$ cat config.mk
export PLATFORM = sky130hd
export DESIGN_NAME = mmh_host
export DESIGN_NICKNAME = d
export VERILOG_FILES = /design/src/mmh_mdc_gen.v /design/src/mmh_host.v
export VERILOG_INCLUDE_DIRS = /design/src /design/src/src
export SDC_FILE = /design/constraint.sdc
export NUM_CORES = 1
export LEC_CHECK = 0
export BUFFER_PORTS_ARGS = -buffer_cell sky130_fd_sc_hd__buf_2
export CORE_MARGIN = 5
export CORE_UTILIZATION = 30
export CTS_BUF_LIST = sky130_fd_sc_hd__clkbuf_2 sky130_fd_sc_hd__clkbuf_4 sky130_fd_sc_hd__clkbuf_8
export DETAILED_ROUTE_END_ITERATION = 8
export PLACE_DENSITY = 0.42
export SETUP_SLACK_MARGIN = 0.5
export SLEW_MARGIN = 25
export SYNTH_ARGS = -nofsm -noshare
export SYNTH_HDL_FRONTEND = slang
export SYNTH_SLANG_ARGS = --single-unit
$ cat constraint.sdc
create_clock -name CLK -period 8.7 [get_ports CLK]
set_input_delay 0.87 -clock CLK [delete_from_list [all_inputs] [get_ports CLK]]
set_output_delay 0.87 -clock CLK [all_outputs]
set_load 0.01 [all_outputs]
$ cat src/mmh_regs.vh
`ifndef MMH_REGS_VH
`define MMH_REGS_VH

// Word offsets on the register port
`define MMH_ADDR_W          6
`define MMH_REG_RSV_LAST    6'h1F
`define MMH_REG_DATA        6'h20
`define MMH_REG_SELECT      6'h21

// Target select fields
`define MMH_DEV_MSB         4
`define MMH_DEV_LSB         0
`define MMH_PRT_MSB         12
`define MMH_PRT_LSB         8
`define MMH_REG_MSB         31
`define MMH_REG_LSB         16

// Reset values
`define MMH_SELECT_RST      32'h0000_0000
`define MMH_DATA_RST        32'h0000_0000

// Frame field codes
`define MMH_ST_CODE         2'h0
`define MMH_OP_ADDR         2'h0
`define MMH_OP_WRITE        2'h1
`define MMH_OP_READ         2'h3
`define MMH_TA_DRIVE        2'h2

// Frame geometry in bit times
`define MMH_PRE_BITS        7'h20
`define MMH_FRAME_BITS      7'h40
`define MMH_DRIVE_BITS      7'h2E
`define MMH_SAMPLE_FIRST    7'h31

// Timing: bus clock and fastest allowed management clock
`define MMH_CLK_HZ          200000000
`define MMH_MDC_MAX_HZ      2500000
`define MMH_MDC_DIVISOR     ((`MMH_CLK_HZ + `MMH_MDC_MAX_HZ - 1) / `MMH_MDC_MAX_HZ)

`endif

$ cat src/mmh_mdc_gen.v
`timescale 1ns/1ps
`default_nettype none
`include "mmh_regs.vh"

module mmh_mdc_gen #(
	parameter DIVISOR = `MMH_MDC_DIVISOR,
	parameter CNT_W   = 8
) (
	// Clock and reset
	input  wire clk,
	input  wire rst,
	// Management clock and its edge ticks
	output wire mdc,
	output wire rise_tick,
	output wire fall_tick
);

	// Full width terms, cut to the counter width on purpose
	localparam integer     HALF_I  = DIVISOR / 2 - 1;
	localparam integer     LAST_I  = DIVISOR - 1;
	localparam [CNT_W-1:0] HALF_M1 = HALF_I[CNT_W-1:0];
	localparam [CNT_W-1:0] LAST    = LAST_I[CNT_W-1:0];
	localparam [CNT_W-1:0] ONE     = 1;

	reg [CNT_W-1:0] cnt_q;
	reg             mdc_q;

	// Ticks mark the cycle at the end of which the clock pin toggles
	assign rise_tick = (cnt_q == HALF_M1);
	assign fall_tick = (cnt_q == LAST);
	assign mdc       = mdc_q;

	// Free running divider, low half then high half
	always @(posedge clk or posedge rst)
	begin
		if (rst)
		begin
			cnt_q <= {CNT_W{1'b0}};
			mdc_q <= 1'b0;
		end
		else
		begin
			if (fall_tick)
				cnt_q <= {CNT_W{1'b0}};
			else
				cnt_q <= cnt_q + ONE;
			if (rise_tick)
				mdc_q <= 1'b1;
			else if (fall_tick)
				mdc_q <= 1'b0;
		end
	end

endmodule
`default_nettype wire

$ cat src/mmh_host.v
`timescale 1ns/1ps
`default_nettype none
`include "mmh_regs.vh"

// Contract
// - Access to word 0x20 launches a PHY write or read transfer.
// - Transfers use port, device, register held in word 0x21.
// - Word 0x21 bits 4:0 hold device address; 7:5 unused.
// - Word 0x21 bits 12:8 hold port address; 15:13 unused.
// - Word 0x21 bits 31:16 hold register address for address frame.
// - Words 0x00 to 0x1F are plain read/write storage.
// - 32-bit write and read data, word address, separate strobes.
// - Wait-request output holds off accesses not yet complete.
// - Reset clears the block asynchronously, except words 0x00 to 0x1F.
// - Data line split into in, out, active-low output enable.
// - Management clock divided from bus clock, at most 2.5 MHz.
// - Every frame starts with 32 one bits, then two zero bits.
// - Op codes 00 address, 01 write, 11 read; never 10.
// - Turnaround: drive 1,0 on address/write; release both on read.
// - Wait-request stays high until the management transfer ends.
module mmh_host #(
	parameter MDC_DIVISOR = `MMH_MDC_DIVISOR
) (
	// Clock and reset
	input  wire        CLK,
	input  wire        SYS_RST,
	// Register port
	input  wire        CSR_WRITE,
	input  wire        CSR_READ,
	input  wire [5:0]  CSR_ADDRESS,
	input  wire [31:0] CSR_WRITEDATA,
	output wire [31:0] CSR_READDATA,
	output wire        CSR_WAITREQUEST,
	// Management interface
	input  wire        MDIO_IN,
	output wire        MDIO_OUT,
	output wire        MDIO_OE_N,
	output wire        MDC
);

	// One-hot engine states
	localparam [2:0] S_IDLE = 3'h1;
	localparam [2:0] S_ADDR = 3'h2;
	localparam [2:0] S_DATA = 3'h4;

	localparam [6:0] BIT_ONE = 7'h01;

	// Reserved storage, no function attached
	reg [31:0] rsv_mem [0:31];

	// Register port state
	reg [31:0] select_q;
	reg [31:0] readdata_q;
	reg        ack_q;

	// Frame engine state
	reg [2:0]  state_q;
	reg [6:0]  bit_cnt_q;
	reg [31:0] shift_q;
	reg [15:0] rd_shift_q;
	reg [31:0] wdata_q;
	reg        is_read_q;
	reg        mdio_out_q;
	reg        mdio_oe_n_q;

	// Input synchroniser
	reg        din_meta_q;
	reg        din_q;

	wire       mdc_rise;
	wire       mdc_fall;
	wire       is_data_addr;
	wire       is_rsv_addr;
	wire       start;
	wire       frame_end;
	wire       frame_done;
	reg [31:0] rd_mux;

	// Word decode for the target select register; the read mux
	// and the write path must agree on it, so it lives in one place
	function sel_hit;
		input [5:0] addr;
		begin
			sel_hit = (addr == `MMH_REG_SELECT);
		end
	endfunction

	// Builds the 32 bits after the preamble, sent MSB first
	function [31:0] frame_word;
		input [1:0]  op;
		input [31:0] sel;
		input [15:0] payload;
		begin
			frame_word = {`MMH_ST_CODE, op,
				sel[`MMH_PRT_MSB:`MMH_PRT_LSB],
				sel[`MMH_DEV_MSB:`MMH_DEV_LSB],
				`MMH_TA_DRIVE, payload};
		end
	endfunction

	// Clock pin divider; it runs free so the engine only has to
	// wait for the next falling tick to begin a frame
	mmh_mdc_gen #(
		.DIVISOR   (MDC_DIVISOR),
		.CNT_W     (8)
	) u_mdc_gen (
		.clk       (CLK),
		.rst       (SYS_RST),
		.mdc       (MDC),
		.rise_tick (mdc_rise),
		.fall_tick (mdc_fall)
	);

	// Address decode on word offsets; a host with byte addresses
	// drops the two low bits before they reach this port, so the
	// decode below never needs to know about byte lanes
	assign is_data_addr = (CSR_ADDRESS == `MMH_REG_DATA);
	assign is_rsv_addr  = (CSR_ADDRESS <= `MMH_REG_RSV_LAST);

	// A data access starts once; the ack cycle must not restart it
	assign start = state_q[0] & is_data_addr & (CSR_READ | CSR_WRITE)
		& ~ack_q;
	assign frame_end  = mdc_fall & (bit_cnt_q == `MMH_FRAME_BITS);
	assign frame_done = state_q[2] & frame_end;

	// Every read waits one cycle so read data comes from a flop;
	// data accesses wait for the whole transfer.
	// Trade-off: a data access stalls the host for two full frames,
	// which at the slowest clock pin is thousands of bus cycles;
	// a host that cannot stall that long must avoid word 0x20
	// until it is ready to wait.
	assign CSR_WAITREQUEST = (CSR_READ | (CSR_WRITE & is_data_addr))
		& ~ack_q;
	assign CSR_READDATA = readdata_q;
	assign MDIO_OUT     = mdio_out_q;
	assign MDIO_OE_N    = mdio_oe_n_q;

	// Read data selection for the plain registers
	always @*
	begin
		rd_mux = 32'h0000_0000;
		if (is_rsv_addr)
			rd_mux = rsv_mem[CSR_ADDRESS[4:0]];
		else if (sel_hit(CSR_ADDRESS))
			rd_mux = select_q;
	end

	// Reserved words are storage only, so they carry no reset
	always @(posedge CLK)
	begin
		if (CSR_WRITE & is_rsv_addr)
			rsv_mem[CSR_ADDRESS[4:0]] <= CSR_WRITEDATA;
	end

	// Two flops before anything looks at the pin.
	// The line idles high through its pull-up, so the flops reset
	// high as well; the added delay is far below half a clock pin
	// period, so read bits are still taken well inside their window
	always @(posedge CLK or posedge SYS_RST)
	begin
		if (SYS_RST)
		begin
			din_meta_q <= 1'b1;
			din_q      <= 1'b1;
		end
		else
		begin
			din_meta_q <= MDIO_IN;
			din_q      <= din_meta_q;
		end
	end

	// Register port: select register, read data and acknowledge
	always @(posedge CLK or posedge SYS_RST)
	begin
		if (SYS_RST)
		begin
			select_q   <= `MMH_SELECT_RST;
			readdata_q <= 32'h0000_0000;
			ack_q      <= 1'b0;
		end
		else
		begin
			ack_q <= 1'b0;
			if (frame_done)
			begin
				ack_q <= 1'b1;
				// A write answer leaves the last read data in place
				if (is_read_q)
					readdata_q <= {16'h0000, rd_shift_q};
			end
			else if (CSR_READ & ~is_data_addr & ~ack_q)
			begin
				ack_q      <= 1'b1;
				readdata_q <= rd_mux;
			end
			// Unused bits stay writable and read back as written
			if (CSR_WRITE & ~CSR_READ
				& sel_hit(CSR_ADDRESS))
				select_q <= CSR_WRITEDATA;
		end
	end

	// Frame layout in bit times, counted by bit_cnt_q:
	//   0 to 31   preamble, all ones, line driven
	//   32, 33    start pattern, two zeros
	//   34, 35    operation code
	//   36 to 40  port address, MSB first
	//   41 to 45  device address, MSB first
	//   46, 47    turnaround
	//   48 to 63  register address or data, MSB first
	// Count 64 still holds bit 63 on the line; the falling tick
	// at that count releases the line and also ends the frame.
	// On a read frame the line is let go from bit 46 on, so the
	// far side may drive the second turnaround bit and the data
	// without a fight on the wire.
	// A read bit is taken at the rising tick after the bit has
	// been presented, which is half a clock pin period after the
	// far side moved it; the count is one ahead at that point,
	// hence the first sample at count 49.
	// The select register is read again for the second frame, so
	// a host must not rewrite it while a transfer is in flight;
	// the wait-request stall keeps a well behaved host from it.
	// Frame engine: bits change on the falling edge of the clock pin,
	// read bits are taken at its rising edge
	always @(posedge CLK or posedge SYS_RST)
	begin
		if (SYS_RST)
		begin
			state_q     <= S_IDLE;
			bit_cnt_q   <= 7'h00;
			shift_q     <= 32'h0000_0000;
			rd_shift_q  <= 16'h0000;
			wdata_q     <= 32'h0000_0000;
			is_read_q   <= 1'b0;
			mdio_out_q  <= 1'b1;
			mdio_oe_n_q <= 1'b1;
		end
		else
		begin
			case (state_q)
			S_IDLE:
			begin
				if (start)
				begin
					is_read_q <= CSR_READ;
					wdata_q   <= CSR_WRITEDATA;
					bit_cnt_q <= 7'h00;
					shift_q   <= frame_word(`MMH_OP_ADDR, select_q,
						select_q[`MMH_REG_MSB:`MMH_REG_LSB]);
					state_q   <= S_ADDR;
				end
			end
			S_ADDR, S_DATA:
			begin
				if (frame_end)
				begin
					// Line released between frames and after the last
					mdio_out_q  <= 1'b1;
					mdio_oe_n_q <= 1'b1;
					bit_cnt_q   <= 7'h00;
					if (state_q[1])
					begin
						shift_q <= frame_word(is_read_q ? `MMH_OP_READ
							: `MMH_OP_WRITE, select_q,
							wdata_q[15:0]);
						state_q <= S_DATA;
					end
					else
						state_q <= S_IDLE;
				end
				else if (mdc_fall)
				begin
					bit_cnt_q <= bit_cnt_q + BIT_ONE;
					if (bit_cnt_q < `MMH_PRE_BITS)
					begin
						mdio_out_q  <= 1'b1;
						mdio_oe_n_q <= 1'b0;
					end
					else
					begin
						mdio_out_q  <= shift_q[31];
						shift_q     <= {shift_q[30:0], 1'b0};
						// Read frame lets go from turnaround onward
						mdio_oe_n_q <= state_q[2] & is_read_q
							& (bit_cnt_q >= `MMH_DRIVE_BITS);
					end
				end
				if (mdc_rise & state_q[2] & is_read_q
					& (bit_cnt_q >= `MMH_SAMPLE_FIRST))
					rd_shift_q <= {rd_shift_q[14:0], din_q};
			end
			default:
				state_q <= S_IDLE;
			endcase
		end
	end

endmodule
`default_nettype wire

==> results.md, run 1 <==
* TritonCTS buffer count at 195
* First-pass GRT wire length at 207 mm
* Area delta synth->final at 15.8%
* RSZ-0062 raised after global routing: false
* Non-Filler Instances at 5079
* Final Skew at between 0.015 and 0.02 ns
* Most frequent cells in the layout: 1024 x edfxtp_1, 543 x mux2i_1, 258 x o22ai_1, 224 x clkbuf_8, 148 x dfrtp_1
* Initial antenna violation count at 14
* Post-CTS Hold Buffers at 1
* Post-Route Utilization at 0.348
* PortBufs at 78
* Post-Syn Nets at 2726
* Initial Util at 0.301
* Setup bufs post-CTS at 0
* Min-delay worst type: in2async
* Fillers at 14700
* Synth area leaders: edfxtp_1 67%, mux2i_1 12%, dfrtp_1 8.0%
* Mean area per synthesized cell at 17.2 µm²
* Chip height at 402 µm
* Post-synth EDFFs at a little over 1000
* WL final at between 100 and 150 mm
* Dpl cell area at 49400 µm²
* TritonRoute pass-1 iters at 7
* Routed len/inst at slightly below 30 µm
* Dpl cells at 4707
* Core Box Area at 154000 µm²
* Share of cells above drive strength 1 at 0.213
* Worst-case hold slack at approximately 0.16 ns
* Worst-Skew Late Latency at 0.89 ns
* Number of remaining DRC errors at 0
* Number of synthesized register bits at 1177
* H-Tree Depth at 4
* X dimension of the die at about 400 µm
* DR vias at about 26000
* CTS tree: done
* Setup Crit Path Kind: in2reg
* Vias in the first global route at 26000
* Endpoints failing setup at 0
* Min Tclk post-route at ~4 ns
* Worst-path maximum fanout at 81
* Largest net degree at the start of global routing at 119
* Gr ovfl total at 0
* Post-synthesis cell area at 46200 µm²
* Largest area contributor in the synthesized netlist: edfxtp_1
* CTS resizes at 0
* Final hold vios at 0
* Commonest non-fill, non-tap cell in the layout: edfxtp_1
* Ys Warns at 0
* Leak at 0.0193 µW
* Sequential-to-total area share from yosys stat at 0.749
* Final ANT Viol Nets at 0
* Worst Setup SP: CSR_ADDRESS[0]
* Total of max-cap violations at 0
* Final period util at 0.449
* Max transition margin at 0.264
* GP Congestion at about 0.76
* Dpl hpwl at 84.7 mm
* Nets at approximately 2900
* Worst Tran Pin Value at 1.10 ns
* Num rows at 144
* Num ports at 79
* Fraction of registers with async set/reset at 0.130
* Root Buffer: clkbuf_8
* Main flop type after synthesis: edfxtp_1
* Critical Path Source Type: input pin
* Area share of the leading cell type in the synthesized netlist at 0.666
* Critical path endpoint category: flop
* Worst vdd ir at 0.148 mV
* PwrDens at 223 nW/µm²
* Count of different cell masters after synthesis at slightly below 70
* Die area at 162000 µm²
* Synthesized netlist cell count at 2679
* Fin. max-slew vios at 0
* Vias per inst at 5.08
* Reg-to-reg slack, setup at 5.57 ns
* Clk buf depth at 3
* Clock slew at reported path FFs at 0.07 ns
* Fmax at 256 MHz
* Num Clock Sinks at 1177
* Setup TNS at 0 ns
* Run status: finished, final reports clean
* Final instance area at about 53000 µm²
* Total global-route track usage at 0.181
* Critical Path RT at 9.44 ns
* Initial DRC Count at 2178
* CP Data Arrival Time at 4.65 ns
* Worst r2r src: u_mdc_gen.cnt_q[5]$_DFF_PP0_
## sequential cells by signal (all words and copies together), names as in the netlist
name	count
CSR_READDATA	32
MDIO_OE_N	1
MDIO_OUT	1
ack_q	1
bit_cnt_q	7
din_meta_q	1
din_q	1
is_read_q	1
rd_shift_q	16
rsv_mem	1024
select_q	32
shift_q	32
state_q	3
u_mdc_gen.cnt_q	8
u_mdc_gen.mdc	1
wdata_q	16
## per-stage QoR
stage | power (µW) | setup slack, ns
floorplan | 6740 | 3.72
global placement | 7050 | 3.58
detailed placement | 7060 | 3.55
CTS | 12100 | 4.59
global route | 12400 | 4.64
finish | 11900 | 4.79
## kinds of logic after synthesis
family,synth area share
flip-flops,0.749
multiplexers,0.142
AO/OA/AOI/OAI,0.0511
AND/OR/NAND/NOR,0.0374
buffers and inverters,0.0182
XOR/XNOR,0.000759
adder cells (fa/ha/maj),0.00108
## where the power goes
part / switching (µW) / internal, µW
clock: 2240 / 2730
combinational: 413 / 204
sequential: 75.3 / 6250
total: 2730 / 9180
## cell type report
cell class | instances | area (µm²) | share of cell area
Timing Repair Buffer | 157 | 1080 | 0.0202
Tap cell | 2044 | 2560 | 0.0478
Clock inverter | 55 | 302 | 0.00564
Clock buffer | 308 | 3710 | 0.0695
Antenna cell | 5 | 12.5 | 0.000234
Inverter | 26 | 103 | 0.00192
Multi-Input combinational cell | 1307 | 11100 | 0.208
Sequential cell | 1177 | 34600 | 0.647
## worst max-delay path: stages
cell	delay (ns)
buf_8	0.58
buf_4	0.91
buf_4	0.75
mux2i_1	0.29
o22ai_1	0.09
or4_1	0.67
nor2_1	0.17
o221ai_1	0.12
## synth_stat cells (3+ instances only)
cell type / n
a211o_1: 5
a211oi_1: 3
a21oi_1: 11
a222oi_1: 15
a22o_1: 4
a2bb2oi_1: 3
and3_1: 20
and4_1: 3
buf_1: 10
buf_2: 64
buf_4: 4
clkbuf_1: 89
dfrtp_1: 148
dfstp_2: 5
edfxtp_1: 1024
ha_1: 4
inv_1: 26
mux2_1: 15
mux2_2: 86
mux2i_1: 543
nand2_1: 40
nand2b_1: 6
nand3_1: 25
nand4_1: 4
nand4b_1: 5
nand4bb_1: 6
nor2_1: 78
nor3_1: 13
nor4_1: 12
o21ai_0: 28
o21ai_1: 7
o221ai_1: 14
o22ai_1: 258
or3_1: 4
or3b_2: 3
or4_1: 53
or4b_1: 4
## routing by layer
metal / vias to the layer above / wire, µm / track usage
met1: 13700 / 68000 / 0.256
met4: 2 / 3780 / 0.0575
li1: 11100 / - / -
met5: - / 13 / 0
met2: 734 / 70900 / 0.290
met3: 201 / 7100 / 0.0230
## final timing paths
path                                                 to  cells past startpoint
setup / recovery           CSR_READDATA[28]$_DFFE_PP0P_                      8
hold / removal                  shift_q[27]$_DFFE_PP0P_                      2
setup reg to reg                shift_q[29]$_DFFE_PP0P_                      6
hold reg to reg                         din_q$_DFF_PP1_                      0
max in group asynchronous  CSR_READDATA[22]$_DFFE_PP0P_                      3
min in group CLK                  is_read_q$_DFFE_PP0P_                      2
No activity file was read; power rests on OpenSTA's default activity.
==> inputs of run 2 (changes only) <==
- clock period: 8.7 -> 3.6 ns (I/O delays scaled with it)
==> run 2 against run 1 <==
  * Die area unchanged
  * Total power grew 140%
  * Sequential power up 140%
  * Utilization increased by 0.59 points
  * Clock skew rose by 0.028 ns
  * Critical path depth is 2 lower
  * Sequential cell count did not move
  * Register-to-register slack got worse by 4.8 ns
  * Final cell count grew 1.6%
  * Clock power rose by 130%
  * Setup slack got worse by 4.0 ns
  * Critical path type is now reg2reg
==> results.md, run 2 (synthesis gave the netlist of run 1 again) <==
* Final period util at 0.782
* GP Congestion at between 0.7 and 0.8
* Endpoints failing setup at 0
* CTS resizes at 0
* Worst-path maximum fanout at 18
* Critical path endpoint category: flop
* Final ANT Viol Nets at 0
* Area delta synth->final at 17.8%
* Setup Crit Path Kind: reg2reg
* Leak at around 0.020 µW
* Final hold vios at 0
* WP buf/inv at 0
* Fillers at 14600
* DR vias at 25900
* Vias in the first global route at around 27000
* Routed len/inst at 28.5 µm
* Reg-to-reg slack, setup at between 0.7 and 0.8 ns
* Final instance area at 54400 µm²
* Num Clock Sinks at 1177
* Post-CTS Hold Buffers at 24
* Min-delay worst type: in2reg
* First-pass GRT wire length at 205 mm
* Critical Path Source Type: flop
* Run status: finished, final reports clean
* Most frequent cells in the layout: 1024 x edfxtp_1, 543 x mux2i_1, 258 x o22ai_1, 205 x clkbuf_8, 148 x dfrtp_1
* Max reg flops at 1024
* Total global-route track usage at 0.179
* Dpl cell area at 50400 µm²
* RSZ-0062 raised after global routing: false
* PortBufs at 78
* Chip height at 402 µm
* WL final at 147 mm
* Die area at roughly 160000 µm²
* X dimension of the die at 402 µm
* Num ports at 79
* Root Buffer: clkbuf_8
* Min Tclk post-route at 2.81 ns
* Initial Util at 0.301
* CP Data Arrival Time at 3.63 ns
* Final Skew at 0.0474 ns
* Vias per inst at ~5
* Initial antenna violation count at 14
* Clock slew at reported path FFs at 0.06 ns
* Crit path cell chain: ha_1, nand3_1, nor4_4, and3_1, a222oi_1, mux2i_1
* Gr ovfl total at 0
* Initial DRC Count at 2098
* Largest net degree at the start of global routing at 87
* CP top delay family: simple AND/OR/NAND/NOR gates
* Combinational power share at 0.056
* Fmax at between 300 and 400 MHz
* TritonRoute pass-1 iters at 6
* H-Tree Depth at 4
* TritonCTS buffer count at 191
* Internal Power at 21800 µW
* Total of max-cap violations at 0
* Critical Path RT at approximately 4.4 ns
* Worst vdd ir at 0.279 mV
* Share of cells above drive strength 1 at 0.223
* Switching Fraction at 0.230
* PwrDens at 520 nW/µm²
* Setup TNS at 0 ns
* Clk buf depth at 3
* Num rows at 144
* Clock power share at 0.403
* Commonest non-fill, non-tap cell in the layout: edfxtp_1
* Post-Route Utilization at 0.354
* Largest stage delay, worst path at 0.79 ns
* Fin. max-slew vios at 0
* Worst-case hold slack at 0.0814 ns
* Worst-Skew Late Latency at 0.91 ns
* Core Box Area at 154000 µm²
* Flop pwr share at 0.540
* Nets at between 3000 and 4000
* Max transition margin at 0.319
* CTS tree: done
* Worst Tran Pin Value at 1.02 ns
* Worst path slowest cell: and3_1
* Psw at 6510 µW
* Setup bufs post-CTS at 0
* Dpl hpwl at 91.2 mm
* Number of remaining DRC errors at 0
run 2: cell types whose count changed in the layout (fill, tap and decap cells not counted), moves of 3 or more:
| cell | delta |
|---|---|
| dlygate4sd3_1 | +23 |
| clkinv_2 | +3 |
| nor3_2 | -4 |
| clkbuf_4 | -10 |
| buf_12 | +35 |
| clkbuf_8 | -19 |
| nor3_4 | +4 |
| buf_4 | +53 |
| clkinv_1 | +8 |
| buf_6 | -5 |
| clkinvlp_4 | -5 |
run 2: worst paths after layout:
path,endpoint,cells after the start,startpoint
min in group asynchronous,shift_q[27]$_DFFE_PP0P_,4,SYS_RST
worst max-delay path,shift_q[5]$_DFFE_PP0P_,6,u_mdc_gen.cnt_q[0]$_DFF_PP0_
worst max register to register,shift_q[5]$_DFFE_PP0P_,6,u_mdc_gen.cnt_q[0]$_DFF_PP0_
worst min-delay path,rsv_mem[14][16]$_DFFE_PP_,1,CSR_WRITEDATA[16]
max in group asynchronous,wdata_q[10]$_DFFE_PP0P_,5,SYS_RST
worst min register to register,din_q$_DFF_PP1_,0,din_meta_q$_DFF_PP1_
run 2: layout make-up:
type	instances	area [µm²]	share of cell area
Antenna cell	4	10.0	0.000184
Timing Repair Buffer	261	2300	0.0423
Clock inverter	61	334	0.00614
Tap cell	2044	2560	0.0470
Multi-Input combinational cell	1307	11100	0.204
Inverter	26	101	0.00186
Sequential cell	1177	34600	0.636
Clock buffer	279	3380	0.0621
run 2: metal layers:
layer / global-route usage / vias up / wire length [µm] / share of wire
li1: - / 11300 / - / -
met1: 0.238 / 13500 / 63900 / 0.44
met2: 0.290 / 821 / 70100 / 0.48
met3: 0.0344 / 227 / 7650 / 0.052
met4: 0.0677 / 8 / 5120 / 0.035
met5: 0 / - / 61 / 0.00042
run 2: power groups by stage:
stage / clock, µW / sequential, µW / combinational, µW
6_report: 11400 / 15300 / 1600
5_1_grt: 12400 / 15300 / 1720
4_1_cts: 11800 / 15300 / 1630
3_5_place_dp: 0 / 15600 / 1610
3_3_place_gp: 0 / 15600 / 1590
2_1_floorplan: 0 / 15500 / 800
run 2: metrics by stage:
step	setup slack, ns	std cells	power, µW
floorplan	0.0318	2679	16300
global placement	0.305	4791	17200
detailed placement	0.367	4791	17200
CTS	0.795	5155	28700
global route	0.566	5158	29400
finish	0.785	5159	28300
